[src/aics_regs.vh]
// Constants of the amplifier control-port slave: addresses, subaddresses, lengths
`ifndef AICS_REGS_VH
`define AICS_REGS_VH

// Bus address chosen by the address-select strap
`define AICS_ADDR_SEL_HI 7'h1b
`define AICS_ADDR_SEL_LO 7'h1a

// Subaddress map
`define AICS_SUB_ADDR_EN 8'hf8
`define AICS_SUB_BUS_ADDR 8'hf9
`define AICS_SUB_WIDE_BASE 8'h20
`define AICS_SUB_BIQUAD_FIRST 8'h29
`define AICS_SUB_BIQUAD_LAST 8'h36

// Unlock pattern for the address-change enable register
`define AICS_ADDR_EN_KEY 32'hf9a5_a5a5

// Bytes per subaddress
`define AICS_LEN_SHORT 5'h01
`define AICS_LEN_WORD 5'h04
`define AICS_LEN_BIQUAD 5'h14

// Data width of the widest write (five 32-bit words)
`define AICS_WR_BITS 160

// Cycles after reset release before the strap is taken (sync depth plus one)
`define AICS_STRAP_WAIT 2'h3

`endif

[src/aics_ctrl_slave.v]
// Slave-only two-wire control port with subaddress framing and write commit
`timescale 1ns/10ps
`include "aics_regs.vh"
// Function
// - Works at 100 kHz and 400 kHz
// - Slave only, never stretches clock
// - Bytes of eight bits, MSB first
// - Receiver acknowledges each byte next clock
// - Detect start and stop on data edges
// - Change data only while clock low
// - Hold data low through acknowledge period
// - Address follows the address-select strap
// - Write to address register changes address only after the unlock key is written
// - No limit on bytes per transaction
// - Low subaddresses take single-byte access
// - Wide subaddresses take four-byte multiples
// - Read continues while master acknowledges
// - Unused bits of short registers read zero
// - Count written bytes against subaddress length
// - Stop or restart discards partial data
// - Sequential write advances subaddress per set
// - Keep complete sets, drop incomplete last
// - Single write: address, subaddress, data, stop
// - Read: subaddress, restart, read, final nack
// - Strap sampled after each reset sets the starting address
module aics_ctrl_slave (
  input wire clk_sys,                    // System clock, 250 MHz
  input wire reset,                      // Asynchronous reset, active high
  input wire scl_in,                     // Bus clock pin level
  input wire sda_in,                     // Bus data pin level
  output wire sda_out,                   // Data drive value, always low
  output wire sda_oe,                    // High while pulling data low
  input wire addr_sel_in,                // Address-select strap pin
  output wire [6:0] bus_addr,            // Current 7-bit bus address
  output wire [7:0] rd_sub,              // Subaddress being read
  output wire [2:0] rd_word_idx,         // Word within a multi-word register
  input wire [31:0] rd_data,             // Word of that subaddress
  input wire [5:0] rd_width,             // Implemented bits of that word
  output wire wr_strobe,                 // One-cycle commit pulse
  output wire [7:0] wr_sub,              // Committed subaddress
  output wire [4:0] wr_len,              // Committed byte count
  output wire [`AICS_WR_BITS-1:0] wr_data // Committed bytes, last in low byte
);

  localparam [2:0] ST_IDLE = 3'h0;
  localparam [2:0] ST_ADDR = 3'h1;
  localparam [2:0] ST_SUB = 3'h2;
  localparam [2:0] ST_WDATA = 3'h3;
  localparam [2:0] ST_ACK = 3'h4;
  localparam [2:0] ST_RDATA = 3'h5;
  localparam [2:0] ST_MACK = 3'h6;

  // Third stage of each bus line only serves edge detection
  reg scl_s1_reg;
  reg scl_s2_reg;
  reg scl_s3_reg;
  reg sda_s1_reg;
  reg sda_s2_reg;
  reg sda_s3_reg;
  reg sel_s1_reg;
  reg sel_s2_reg;
  reg [1:0] strap_cnt_reg;
  reg strap_done_reg;
  reg [6:0] addr_reg;
  reg unlock_reg;
  reg [2:0] state_reg;
  reg [2:0] after_reg;
  reg [3:0] bitcnt_reg;
  reg [7:0] rx_reg;
  reg [7:0] tx_reg;
  reg [7:0] sub_reg;
  reg [4:0] cnt_reg;
  reg oe_reg;
  reg mack_reg;
  reg sda_out_reg;
  // Sized for the widest set, five filter words, so no set is ever cut
  reg [`AICS_WR_BITS-1:0] shift_reg;
  reg wr_strobe_reg;
  reg [7:0] wr_sub_reg;
  reg [4:0] wr_len_reg;
  reg [`AICS_WR_BITS-1:0] wr_data_reg;

  wire scl_rise = scl_s2_reg & ~scl_s3_reg;
  wire scl_fall = ~scl_s2_reg & scl_s3_reg;
  // Data edge while clock stays high is a bus condition
  wire start_det = scl_s2_reg & scl_s3_reg & sda_s3_reg & ~sda_s2_reg;
  wire stop_det = scl_s2_reg & scl_s3_reg & ~sda_s3_reg & sda_s2_reg;
  wire [4:0] cnt_inc = cnt_reg + 5'h01;
  wire [7:0] sub_inc = sub_reg + 8'h01;
  wire [4:0] cur_len;
  wire [`AICS_WR_BITS-1:0] shift_next;
  wire [31:0] rd_src;
  wire [7:0] rd_byte;

  // Bytes each subaddress needs before it may be committed
  function [4:0] len_of;
    input [7:0] sub;
    begin
      if (sub < `AICS_SUB_WIDE_BASE)
        len_of = `AICS_LEN_SHORT;
      else if (sub >= `AICS_SUB_BIQUAD_FIRST && sub <= `AICS_SUB_BIQUAD_LAST)
        len_of = `AICS_LEN_BIQUAD;
      else
        len_of = `AICS_LEN_WORD;
    end
  endfunction

  // Picks the byte to send, unimplemented bits forced to zero
  function [7:0] pick_byte;
    input [31:0] word;
    input [5:0] width;
    input [4:0] cnt;
    input is_short;
    reg [31:0] masked;
    begin
      if (width >= 6'h20)
        masked = word;
      else
        masked = word & ~({32{1'b1}} << width);
      if (is_short)
        pick_byte = masked[7:0];
      else
        case (cnt[1:0])
          2'h0: pick_byte = masked[31:24];
          2'h1: pick_byte = masked[23:16];
          2'h2: pick_byte = masked[15:8];
          default: pick_byte = masked[7:0];
        endcase
    end
  endfunction

  // Address-change word lives here, not in the outside register file
  function is_addr_word;
    input [7:0] sub;
    begin
      is_addr_word = (sub == `AICS_SUB_BUS_ADDR);
    end
  endfunction

  assign cur_len = len_of(sub_reg);
  // Fresh set starts from a cleared buffer so short writes carry no stale bytes
  assign shift_next = (cnt_reg == 5'h00) ? {{(`AICS_WR_BITS-8){1'b0}}, rx_reg} :
                      {shift_reg[`AICS_WR_BITS-9:0], rx_reg};
  assign rd_src = is_addr_word(sub_reg) ? {24'h00_0000, addr_reg, 1'b0} : rd_data;
  // Read data must settle within one bus clock period; no wait states hide it
  assign rd_byte = pick_byte(rd_src,
                             is_addr_word(sub_reg) ? 6'h20 : rd_width,
                             cnt_reg, cur_len == `AICS_LEN_SHORT);

  // Open drain: the pin is only ever pulled low, so the value flop is constant
  assign sda_out = sda_out_reg;
  assign sda_oe = oe_reg;
  assign bus_addr = addr_reg;
  assign rd_sub = sub_reg;
  assign rd_word_idx = cnt_reg[4:2];
  assign wr_strobe = wr_strobe_reg;
  assign wr_sub = wr_sub_reg;
  assign wr_len = wr_len_reg;
  assign wr_data = wr_data_reg;

  // Pins pass two flops; 4 ns sampling resolves 400 kHz edges easily
  always @(posedge clk_sys or posedge reset) begin
    if (reset) begin
      scl_s1_reg <= 1'b1;
      scl_s2_reg <= 1'b1;
      scl_s3_reg <= 1'b1;
      sda_s1_reg <= 1'b1;
      sda_s2_reg <= 1'b1;
      sda_s3_reg <= 1'b1;
      sel_s1_reg <= 1'b0;
      sel_s2_reg <= 1'b0;
    end else begin
      // Clock line is only sampled, never driven, so it is never stretched
      scl_s1_reg <= scl_in;
      scl_s2_reg <= scl_s1_reg;
      scl_s3_reg <= scl_s2_reg;
      sda_s1_reg <= sda_in;
      sda_s2_reg <= sda_s1_reg;
      sda_s3_reg <= sda_s2_reg;
      sel_s1_reg <= addr_sel_in;
      sel_s2_reg <= sel_s1_reg;
    end
  end

  always @(posedge clk_sys or posedge reset) begin
    if (reset) begin
      strap_cnt_reg <= 2'h0;
      strap_done_reg <= 1'b0;
      addr_reg <= `AICS_ADDR_SEL_LO;
      unlock_reg <= 1'b0;
      state_reg <= ST_IDLE;
      after_reg <= ST_IDLE;
      bitcnt_reg <= 4'h0;
      rx_reg <= 8'h00;
      tx_reg <= 8'h00;
      sub_reg <= 8'h00;
      cnt_reg <= 5'h00;
      oe_reg <= 1'b0;
      mack_reg <= 1'b0;
      sda_out_reg <= 1'b0;
      shift_reg <= {`AICS_WR_BITS{1'b0}};
      wr_strobe_reg <= 1'b0;
      wr_sub_reg <= 8'h00;
      wr_len_reg <= 5'h00;
      wr_data_reg <= {`AICS_WR_BITS{1'b0}};
    end else begin
      wr_strobe_reg <= 1'b0;
      sda_out_reg <= 1'b0;
      if (!strap_done_reg) begin
        // Strap is taken once, after it has crossed the synchroniser
        if (strap_cnt_reg == `AICS_STRAP_WAIT) begin
          strap_done_reg <= 1'b1;
          addr_reg <= sel_s2_reg ? `AICS_ADDR_SEL_HI : `AICS_ADDR_SEL_LO;
        end else begin
          strap_cnt_reg <= strap_cnt_reg + 2'h1;
        end
      end else if (start_det) begin
        // Restart drops any unfinished set but keeps the subaddress for reads
        state_reg <= ST_ADDR;
        bitcnt_reg <= 4'h0;
        cnt_reg <= 5'h00;
        oe_reg <= 1'b0;
      end else if (stop_det) begin
        // Stop ends the frame; an unfinished set is simply dropped
        state_reg <= ST_IDLE;
        cnt_reg <= 5'h00;
        oe_reg <= 1'b0;
      end else if (scl_rise) begin
        case (state_reg)
          ST_ADDR, ST_SUB, ST_WDATA: begin
            if (bitcnt_reg < 4'h8) begin
              rx_reg <= {rx_reg[6:0], sda_s2_reg};
              bitcnt_reg <= bitcnt_reg + 4'h1;
            end
          end
          ST_MACK: begin
            // Master's answer is taken at the clock rise, where it is settled
            mack_reg <= ~sda_s2_reg;
          end
          default: begin
          end
        endcase
      end else if (scl_fall) begin
        // All drive changes happen on clock fall, never while it is high
        case (state_reg)
          ST_ADDR: begin
            if (bitcnt_reg == 4'h8) begin
              if (rx_reg[7:1] == addr_reg) begin
                oe_reg <= 1'b1;
                state_reg <= ST_ACK;
                after_reg <= rx_reg[0] ? ST_RDATA : ST_SUB;
              end else begin
                // Foreign address: stay off the bus until the next start
                state_reg <= ST_IDLE;
              end
            end
          end
          ST_SUB: begin
            if (bitcnt_reg == 4'h8) begin
              sub_reg <= rx_reg;
              cnt_reg <= 5'h00;
              oe_reg <= 1'b1;
              state_reg <= ST_ACK;
              after_reg <= ST_WDATA;
            end
          end
          ST_WDATA: begin
            if (bitcnt_reg == 4'h8) begin
              shift_reg <= shift_next;
              if (cnt_inc == cur_len) begin
                wr_strobe_reg <= 1'b1;
                wr_sub_reg <= sub_reg;
                wr_len_reg <= cur_len;
                wr_data_reg <= shift_next;
                sub_reg <= sub_inc;
                cnt_reg <= 5'h00;
                if (sub_reg == `AICS_SUB_ADDR_EN)
                  unlock_reg <= (shift_next[31:0] == `AICS_ADDR_EN_KEY);
                // Unlock is spent by the next address write, wanted or not
                if (is_addr_word(sub_reg)) begin
                  if (unlock_reg)
                    addr_reg <= shift_next[7:1];
                  unlock_reg <= 1'b0;
                end
              end else begin
                cnt_reg <= cnt_inc;
              end
              oe_reg <= 1'b1;
              state_reg <= ST_ACK;
              after_reg <= ST_WDATA;
            end
          end
          ST_ACK: begin
            bitcnt_reg <= 4'h0;
            if (after_reg == ST_RDATA) begin
              tx_reg <= {rd_byte[6:0], 1'b0};
              oe_reg <= ~rd_byte[7];
              bitcnt_reg <= 4'h1;
              state_reg <= ST_RDATA;
            end else begin
              oe_reg <= 1'b0;
              state_reg <= after_reg;
            end
          end
          ST_RDATA: begin
            if (bitcnt_reg == 4'h8) begin
              // Release for the master's answer and step to the next byte
              oe_reg <= 1'b0;
              state_reg <= ST_MACK;
              if (cnt_inc == cur_len) begin
                sub_reg <= sub_inc;
                cnt_reg <= 5'h00;
              end else begin
                cnt_reg <= cnt_inc;
              end
            end else begin
              oe_reg <= ~tx_reg[7];
              tx_reg <= {tx_reg[6:0], 1'b0};
              bitcnt_reg <= bitcnt_reg + 4'h1;
            end
          end
          ST_MACK: begin
            if (mack_reg) begin
              tx_reg <= {rd_byte[6:0], 1'b0};
              oe_reg <= ~rd_byte[7];
              bitcnt_reg <= 4'h1;
              state_reg <= ST_RDATA;
            end else begin
              state_reg <= ST_IDLE;
            end
          end
          default: begin
            oe_reg <= 1'b0;
          end
        endcase
      end
    end
  end

endmodule

[config.mk]
export PLATFORM = sky130hd
export DESIGN_NAME = aics_ctrl_slave
export DESIGN_NICKNAME = d
export VERILOG_FILES = /design/src/aics_ctrl_slave.v
export VERILOG_INCLUDE_DIRS = /design/src
export SDC_FILE = /design/constraint.sdc
export NUM_CORES = 1
export LEC_CHECK = 0
export BUFFER_PORTS_ARGS = -buffer_cell sky130_fd_sc_hd__buf_4
export CELL_PAD_IN_SITES_DETAIL_PLACEMENT = 2
export CELL_PAD_IN_SITES_GLOBAL_PLACEMENT = 2
export CORE_UTILIZATION = 25
export DETAILED_ROUTE_END_ITERATION = 10
export PLACE_DENSITY = 0.68
export RECOVER_POWER = 50
export REMOVE_ABC_BUFFERS = 1
export SYNTH_ARGS = -nofsm -noshare
export SYNTH_HDL_FRONTEND = slang
export SYNTH_SLANG_ARGS = --single-unit
[constraint.sdc]
create_clock -name clk_sys -period 25.1 [get_ports clk_sys]
set_clock_uncertainty 0.1 [all_clocks]
set_input_delay 2.51 -clock clk_sys [delete_from_list [all_inputs] [get_ports clk_sys]]
set_output_delay 2.51 -clock clk_sys [all_outputs]
set_load 0.1 [all_outputs]
Yosys cells after proc, flatten, opt, wreduce, memory -nomap -nowiden
Index checks and enable logic that the tools add are counted.
{"block": "word_totals", "register_bits": 386, "output_inout_bits": 194}
{"block": "classes", "add_sub_neg": 4, "order_cmp": 5, "n_eq_ne": 48, "shift": 1, "mux": 85, "n_bitwise": 20, "n_reduce_logical": 30}
{"operator": "$mux 160", "count": 1}
{"operator": "$mux 7", "count": 11}
{"operator": "$mux 32", "count": 2}
{"operator": "$mux 8", "count": 7}
{"operator": "$pmux 8 s3", "count": 2}
{"operator": "$mux 5", "count": 9}
{"operator": "$mux 3", "count": 14}
{"operator": "$reduce_and 9->1", "count": 4}
{"operator": "$and 32x32->32", "count": 1}
{"operator": "$eq 32x32->1 const B", "count": 1}
{"operator": "$mux 4", "count": 8}
{"operator": "$not 32->32", "count": 1}
{"operator": "$shl 32x6->32 const A", "count": 1}
{"operator": "$ne 4x4->1 const B", "count": 7}
{"operator": "$mux 1", "count": 24}
{"operator": "$reduce_and 7->1", "count": 3}
{"operator": "$ne 2x2->1 const B", "count": 10}
{"operator": "$ne 2x1->1 const B", "count": 9}
{"operator": "$eq 8x8->1 const B", "count": 2}
{"operator": "$pmux 8 s2", "count": 1}
{"operator": "$reduce_and 8->1", "count": 2}
{"operator": "$pmux 3 s5", "count": 1}
{"operator": "$eq 3x3->1 const B", "count": 4}
{"operator": "$pmux 4 s3", "count": 1}
{"operator": "39 further kinds", "count": 67}

Depth between registers and ports, before layout
Gate-level depths: netlist (run 1).
{"block": "depth", "word_depth": 15, "mapped_depth": 12}

Least setup slack after synthesis (run 1)
No wires, ideal clock.
{"block": "synth_timing", "path_type": "input -> register", "from": "input rd_width[1]", "to": "register tx_reg[1]", "setup_ns": 0.129, "t_arrival_ns": 3.694, "t_required_ns": 24.871, "path_slack_ns": 21.177, "path_stages": 7, "path_buffers": 1, "path_cell_list": "clkbuf_1 > nor3_1 > nand2b_1 > o311ai_0 > a31oi_1 > a311oi_1 > o41ai_1"}
{"block": "synth_between", "elab_chain_len": 9}
{"element": "from (decl)", "line_no": "aics_ctrl_slave.v:38", "source": "input wire [5:0] rd_width,"}
{"element": "$mux 6 (*)", "line_no": "aics_ctrl_slave.v:147", "source": "is_addr_word(sub_reg) ? 6'h20 : rd_width,"}
{"element": "$shl 32x6->32", "line_no": "aics_ctrl_slave.v:119", "source": "masked = word & ~({32{1'b1}} << width);"}
{"element": "$not 32->32", "line_no": "aics_ctrl_slave.v:119"}
{"element": "$and 32x32->32", "line_no": "aics_ctrl_slave.v:119"}
{"element": "$mux 32 (*)", "line_no": "aics_ctrl_slave.v:116", "source": "if (width >= 6'h20)"}
{"element": "$pmux 8 s3", "line_no": "aics_ctrl_slave.v:123", "source": "case (cnt[1:0])"}
{"element": "$mux 8 (*)", "line_no": "aics_ctrl_slave.v:120", "source": "if (is_short)"}
{"element": "$mux 8, on equally long branches", "line_no": "aics_ctrl_slave.v:323, aics_ctrl_slave.v:295"}
{"element": "$pmux 8 s3 (*)", "line_no": "aics_ctrl_slave.v:245", "source": "case (state_reg)"}
{"element": "to (signal assigned)", "line_no": "aics_ctrl_slave.v:296", "source": "tx_reg <= {rd_byte[6:0], 1'b0};"}
{"element": "to (signal assigned)", "line_no": "aics_ctrl_slave.v:318", "source": "tx_reg <= {tx_reg[6:0], 1'b0};"}
{"element": "to (signal assigned)", "line_no": "aics_ctrl_slave.v:324", "source": "tx_reg <= {rd_byte[6:0], 1'b0};"}
{"element": "to (decl)", "line_no": "aics_ctrl_slave.v:70", "source": "reg [7:0] tx_reg;"}
Every way passes the cells marked *; elsewhere a longest branch is shown, timed or not. The select of a mux whose other input is x is not followed.
A chain may end at the register's enable or synchronous reset.

Worst setup path in the final report (run 1)
{"block": "layout_timing", "from": "register scl_s2_reg", "to": "register shift_reg[18]"}
{"block": "layout_between", "elab_chain_len": 5}
{"element": "from (decl)", "line_no": "aics_ctrl_slave.v:55", "source": "reg scl_s2_reg;"}
{"element": "from (signal assigned)", "line_no": "aics_ctrl_slave.v:175", "source": "scl_s2_reg <= scl_s1_reg;"}
{"element": "$and 1x1->1", "line_no": "aics_ctrl_slave.v:86, aics_ctrl_slave.v:87"}
{"element": "$and 1x1->1, on equally long branches (2 in a row)", "line_no": "aics_ctrl_slave.v:87, aics_ctrl_slave.v:86"}
{"element": "$not 1->1 (no source line)"}
{"element": "$reduce_and 7->1 (no source line) (*)"}
{"element": "to (signal assigned)", "line_no": "aics_ctrl_slave.v:201", "source": "shift_reg <= {`AICS_WR_BITS{1'b0}};"}
{"element": "to (signal assigned)", "line_no": "aics_ctrl_slave.v:269", "source": "shift_reg <= shift_next;"}
{"element": "to (decl)", "line_no": "aics_ctrl_slave.v:77", "source": "reg [`AICS_WR_BITS-1:0] shift_reg;"}
Every way passes the cells marked *; elsewhere a longest branch is shown, timed or not.

==> implementation parameters, run 1 <==
Parameter                              Value

Finish
  Post-Route Utilization    0.309
  Area growth from synthesis to final layout    21.5%
  Final net count    1987
  Commonest cells after routing, fill and taps aside    596 x sky130_fd_sc_hd__nand2_1, 374 x sky130_fd_sc_hd__dfrtp_1, 234 x sky130_fd_sc_hd__o21ai_0, 218 x sky130_fd_sc_hd__buf_4, 95 x sky130_fd_sc_hd__o21ai_1
  Final std cells w/o fill    2818
  Most common cell after layout, fill and taps aside    sky130_fd_sc_hd__nand2_1
  Antenna diode instance count    0
  Flip-flop count of the largest register after layout    160
  Share of layout cells above drive strength 1    0.167
  Final instance area    20100 µm²

Yosys
  Portion of the post-synthesis area used by sequential elements    0.581
  Mean area per synthesized cell    9.36 µm²
  Distinct cell type count of the synthesized netlist    80
  Proportion of netlist area held by the largest area contributor    0.567
  Synth warn    0
  Number of synthesized flops with an enable pin    0
  Ys async rst share    1.00
  Dominant synthesized flop cell    sky130_fd_sc_hd__dfrtp_1
  Area contributors post-synth    sky130_fd_sc_hd__dfrtp_1 57%, sky130_fd_sc_hd__nand2_1 14%, sky130_fd_sc_hd__o21ai_1 6.4%
  Mapped cell area    16500 µm²
  Synthesis-stage register bit count    383
  Post-synthesis cell count    1764
  Dominant cell type by area after synthesis    sky130_fd_sc_hd__dfrtp_1

CTS
  Post-CTS sizing    0
  Number of CTS-inserted buffers    46
  Sinks on Clock Net    383
  Root buffer selected by CTS    sky130_fd_sc_hd__clkbuf_16
  Number of hold buffers added after CTS    0
  Number of setup buffers added after CTS    0
  H-tree lvl count    2
  Clk_lat worst skew    0.58 ns
  Clock transition time at the flip-flop clock pins of the worst setup and hold paths    0.06 ns
  TritonCTS clock tree    done
  Maximum number of buffers from clock root to sink    3

Power and ir drop
  Leakage Power    8.92 nW
  Total power density per cell area    65.7 nW/µm²
  Tot Pwr    1.32 mW
  Worst IR Drop VDD    44.3 µV

STA
  Smallest hold slack    0.256 ns
  Unrepaired setup endpoints after global routing    no
  Setup TNS    0 ns
  Count of endpoints failing setup in the final report    0
  Final worst path period need    11.17 ns
  Period utilization    0.445
  Slew headroom    -5.49
  Transition time at the pin with the least slew margin    9.73 ns
  Highest clock rate    89.6 MHz
  Hold Fails Final Rpt    0
  Final worst-path setup slack    13.93 ns
  Final number of max-transition violations    654

Floorplan
  Starting Density    0.255
  Ports placed on the boundary    237
  FP Rows    93
  Overall die area    67000 µm²
  X dimension of the die    259 µm
  CORE AREA    64800 µm²
  DIE HEIGHT    259 µm

Flow run
  Max Cap Viol    7

Placement
  Placer's final routability congestion estimate    0.799
  Setup slack at placement    19.58 ns
  Total instance count after detailed placement    2738
  IO buf count    233
  Placed instance area    18800 µm²
  Total half-perimeter wirelength after legalization and detailed placement    34.6 mm

GRT
  Pin count of the biggest net entering global routing    256
  Via count of the first global-routing pass    14300
  Initial antenna violation count    0
  First-pass GRT wire length    82.5 mm
  Grt total ovfl    0
  Combined global-route utilization of all metal layers    0.154

Routing
  Total via count in the routed design    13200
  First-pass iteration count of the detailed router    4
  ANT nets after route    0
  Wire length reported by the detailed router    51.6 mm
  Average wire per cell in the routed design    18.3 µm
  1st-iter DRT viols    758
  Vias/cell    4.69
  Final routed DRC violation total    0

Worst hold path
  Worst Hold Class    register to register
  WHS Path Cells    0

Setup path
  Classification of the worst setup path    register to register
  Worst R2R Path Depth    6
  Startpoint class of the critical path    register
  Crit end category    register
  Crit path required time    25.07 ns
  Top fanout value on the critical path    255
  Arrival time at the worst endpoint    11.13 ns

Run status
  Status    complete, but fails checks
  Failing checks    max-capacitance violations, max-slew violations
critical path, stage by stage (launching register included):
cell and delay, ns:
sky130_fd_sc_hd__dfstp_1 0.58, sky130_fd_sc_hd__ha_1 0.28, sky130_fd_sc_hd__nand2b_1 0.29, sky130_fd_sc_hd__nor2_1 0.10, sky130_fd_sc_hd__nand4_1 1.29, sky130_fd_sc_hd__clkbuf_1 6.71
sky130_fd_sc_hd__o21ai_0 0.92
where the power goes:
part | internal, mW | total [mW] | switching, mW
sequential | 0.620 | 0.625 | 0.00440
combinational | 0.0102 | 0.0363 | 0.0262
clock | 0.382 | 0.656 | 0.274
cells in the mapped netlist, types with 9 or more instances:
cell type                  number
sky130_fd_sc_hd__mux2_2        10
sky130_fd_sc_hd__inv_1         24
sky130_fd_sc_hd__o21ai_0      111
sky130_fd_sc_hd__buf_4         12
sky130_fd_sc_hd__buf_6         13
sky130_fd_sc_hd__dfrtp_1      374
sky130_fd_sc_hd__nor3_1        12
sky130_fd_sc_hd__ha_1          13
sky130_fd_sc_hd__buf_2         45
sky130_fd_sc_hd__nand3_1       21
sky130_fd_sc_hd__a21oi_1       29
sky130_fd_sc_hd__o21ai_1      212
sky130_fd_sc_hd__clkbuf_1      54
sky130_fd_sc_hd__a31oi_1       14
sky130_fd_sc_hd__dfstp_2        9
sky130_fd_sc_hd__nor2_1        42
sky130_fd_sc_hd__o21ai_2       11
sky130_fd_sc_hd__nand2_1      596
cells by family after synthesis:
kind of cell / count (synthesis) / synth area share
adder cells (fa/ha/maj): 13 / 0.00986
other: 1 / 0.000227
buffers and inverters: 153 / 0.0477
multiplexers: 20 / 0.0130
flip-flops: 383 / 0.581
AND/OR/NAND/NOR: 738 / 0.186
XOR/XNOR: 11 / 0.00675
AO/OA/AOI/OAI: 445 / 0.155
path summary, 6_finish.rpt:
| check | start | to | slack [ns] |
|---|---|---|---|
| worst max-delay path | scl_s2_reg$_DFF_PP1_ | shift_reg[18]$_DFFE_PP0P_ | 13.93 |
| worst min-delay path | sda_s1_reg$_DFF_PP1_ | sda_s2_reg$_DFF_PP1_ | 0.26 |
| worst max register to register | scl_s2_reg$_DFF_PP1_ | shift_reg[18]$_DFFE_PP0P_ | 13.93 |
| worst min register to register | sda_s1_reg$_DFF_PP1_ | sda_s2_reg$_DFF_PP1_ | 0.26 |
| max in group asynchronous | reset | wr_data[123]$_DFFE_PP0P_ | 16.41 |
| min in group asynchronous | reset | shift_reg[10]$_DFFE_PP0P_ | 3.75 |
metal layers:
metal / part of all wire / vias to the layer above / track usage
met2: 0.48 / 197 / 0.258
li1: - / 6266 / -
met4: 0.023 / 0 / 0.0413
met3: 0.043 / 75 / 0.0311
met1: 0.45 / 6681 / 0.203
met5: 0 / - / 0
cell type report:
cell class / count / area [µm²]
clock inverter: 14 / 151
timing repair buffer: 245 / 1750
clock buffer: 66 / 1340
fill: 7223 / 44800
inverter: 25 / 96.3
multi-input combinational: 1230 / 6060
tap: 855 / 1070
sequential: 383 / 9600
No activity file was read; power rests on OpenSTA's default activity.
==> inputs of run 2 (changes only) <==
Settings changed: ABC_AREA set to 1, PLACE_DENSITY 0.68 to 0.73.
Clock period 25.1 ns to 10.05 ns, I/O delays scaled along.
==> implementation parameters, run 2 <==
Parameter                              Value

Routing
  DR top layer    met4
  Detailed-routed wire length on met3    1.94 mm
  Average wire per cell in the routed design    17.6 µm
  1st-iter DRT viols    694
  Total via count in the routed design    14200
  Wire length reported by the detailed router    55.0 mm
  Detailed-routing wirelength on met1    24.9 mm
  Final routed DRC violation total    7
  First-pass iteration count of the detailed router    8
  Vias/cell    4.54
  Total met2 wirelength after detailed routing    26.6 mm
  ANT nets after route    0

Worst hold path
  WHS Path Cells    0
  Startpoint of the lowest-slack hold path    scl_s1_reg$_DFF_PP1_
  Destination of the worst hold path    scl_s2_reg$_DFF_PP1_
  Worst Hold Class    register to register

Setup path
  Crit end category    async pin
  Arrival time at the worst endpoint    5.42 ns
  Worst R2R Start    scl_s2_reg$_DFF_PP1_
  Classification of the worst setup path    primary input to async pin
  Startpoint class of the critical path    primary input
  Reg2Reg Setup Slack    5.49 ns
  Worst R2R Path Depth    13
  Crit path required time    10.51 ns
  Top fanout value on the critical path    93
  Endpoint of the most critical register-to-register path    unlock_reg$_DFFE_PP0P_

CTS
  Root buffer selected by CTS    sky130_fd_sc_hd__clkbuf_16
  Clk_lat worst skew    0.57 ns
  Number of hold buffers added after CTS    0
  Maximum number of buffers from clock root to sink    3
  Clock transition time at the flip-flop clock pins of the worst setup and hold paths    0.06 ns
  Post-CTS sizing    0
  Number of CTS-inserted buffers    45
  H-tree lvl count    2
  Sinks on Clock Net    383
  TritonCTS clock tree    done
  Number of setup buffers added after CTS    0

GRT
  Grt total ovfl    0
  First-pass GRT wire length    88.8 mm
  Pin count of the biggest net entering global routing    166
  Via count of the first global-routing pass    15800
  Initial antenna violation count    0
  Combined global-route utilization of all metal layers    0.163

Placement
  Placer's final routability congestion estimate    0.863
  Placed instance area    19200 µm²
  Total half-perimeter wirelength after legalization and detailed placement    37.2 mm
  IO buf count    233

Yosys
  Dominant cell type by area after synthesis    sky130_fd_sc_hd__dfrtp_1
  Most frequent cells after synthesis    715 x sky130_fd_sc_hd__nand2_1, 374 x sky130_fd_sc_hd__dfrtp_1, 262 x sky130_fd_sc_hd__o21ai_0
  Area contributors post-synth    sky130_fd_sc_hd__dfrtp_1 56%, sky130_fd_sc_hd__nand2_1 16%, sky130_fd_sc_hd__o21ai_0 7.8%
  Dominant synthesized flop cell    sky130_fd_sc_hd__dfrtp_1
  Dominant combinational cell family by area after synthesis    simple AND/OR/NAND/NOR gates
  Share of cell area taken by muxes after synthesis    0
  Synth warn    0
  Mapped cell area    16800 µm²
  Synthesis-stage register bit count    383
  Basic-gate share of the synthesized area counting and, or, nand and nor cells    0.230
  Proportion of netlist area held by the largest area contributor    0.558
  Distinct cell type count of the synthesized netlist    42
  Number of synthesized flops with an enable pin    0
  Fraction of synthesized cell area in xor and xnor cells    0.00881
  Most instantiated library cell after synthesis    sky130_fd_sc_hd__nand2_1
  Adder and majority cell fraction of the synthesized area    0.00970
  Complex-gate fraction of the synthesized area    0.102
  Mean area per synthesized cell    8.25 µm²
  Portion of the post-synthesis area used by sequential elements    0.572
  Ys async rst share    1.00
  Post-synthesis cell count    2031

Finish
  Commonest cells after routing, fill and taps aside    715 x sky130_fd_sc_hd__nand2_1, 374 x sky130_fd_sc_hd__dfrtp_1, 264 x sky130_fd_sc_hd__o21ai_0, 189 x sky130_fd_sc_hd__inv_1, 150 x sky130_fd_sc_hd__nor2_1
  Antenna diode instance count    0
  Flip-flop count of the largest register after layout    160
  Register Area    9600 µm²
  Area used by multi-input combinational logic    5900 µm²
  Area growth from synthesis to final layout    21.2%
  Share of layout cells above drive strength 1    0.0968
  Final net count    2277
  Most common cell after layout, fill and taps aside    sky130_fd_sc_hd__nand2_1
  Filler Cells Inserted    7614
  Final instance area    20300 µm²

Floorplan
  Overall die area    68100 µm²
  Ports placed on the boundary    237
  FP Rows    94
  CORE AREA    66100 µm²
  DIE HEIGHT    261 µm
  Starting Density    0.254
  X dimension of the die    261 µm

STA
  Final worst path period need    4.96 ns
  Smallest hold slack    0.260 ns
  Period utilization    0.494
  Setup TNS    0 ns
  Unrepaired setup endpoints after global routing    no
  Transition time at the pin with the least slew margin    4.22 ns
  Count of endpoints failing setup in the final report    0
  Slew headroom    -1.83
  Hold Fails Final Rpt    0
  Final number of max-transition violations    93
  Highest clock rate    202 MHz

Flow run
  Max Cap Viol    1

Power and ir drop
  Worst IR Drop VDD    109 µV
  Leakage Power    9.58 nW
  Total power density per cell area    175 nW/µm²

Run status
  Status    complete, but fails checks
  Failing checks    design-rule violations, max-capacitance violations, max-slew violations
[run 2: layer usage]
layer	global-route usage	up-vias
met1	0.214	7178
met3	0.0285	81
li1	-	6720
met2	0.273	184
met4	0.0517	0
met5	0	-
[run 2: worst max path at each step]
stage	start	to	slack [ns]	depth (start not counted)
global route	reset	tx_reg[4]$_DFFE_PP0P_	4.25	4
finish	reset	wr_data[6]$_DFFE_PP0P_	5.09	4
global placement	scl_s2_reg$_DFF_PP1_	unlock_reg$_DFFE_PP0P_	5.77	13
detailed placement	scl_s2_reg$_DFF_PP1_	unlock_reg$_DFFE_PP0P_	5.68	13
CTS	scl_s2_reg$_DFF_PP1_	wr_data[3]$_DFFE_PP0P_	5.66	11
floorplan	reset	after_reg[0]$_DFFE_PP0P_	-1.68	1
[run 2: logic make-up after synthesis]
kind of cell / count (synthesis)
other: 1
flip-flops: 383
buffers and inverters: 311
XOR/XNOR: 16
adder cells (fa/ha/maj): 13
AND/OR/NAND/NOR: 971
AO/OA/AOI/OAI: 336
[run 2: area by class of cell]
type	count	area share
Sequential cell	383	0.472
Multi-Input combinational cell	1339	0.290
Clock buffer	65	0.0671
Timing Repair Buffer	245	0.0660
Tap cell	864	0.0532
Inverter	207	0.0387
Clock inverter	14	0.0126
[run 2: per-stage QoR]
step | total power [mW] | setup WS (ns) | instances | utilization
3_5_place_dp | 1.81 | 5.68 | 3038 | 0.291
6_report | 3.56 | 5.09 | 3117 | 0.307
5_1_grt | 3.70 | 4.25 | 3117 | 0.307
2_1_floorplan | 1.73 | -1.68 | 1929 | -
4_1_cts | 3.63 | 5.66 | 3117 | 0.315
3_3_place_gp | 1.81 | 5.77 | 3038 | 0.291
[run 2: report_power, final]
group / switching, mW / internal, mW
sequential: 0.0312 / 1.56
clock: 0.669 / 1.12
combinational: 0.137 / 0.0482
total: 0.837 / 2.73
[run 2: critical path, cell delays in order]
cell and delay (ns):
sky130_fd_sc_hd__clkbuf_4 0.11, sky130_fd_sc_hd__clkinvlp_2 2.31, sky130_fd_sc_hd__buf_4 0.97, sky130_fd_sc_hd__buf_4 0.80
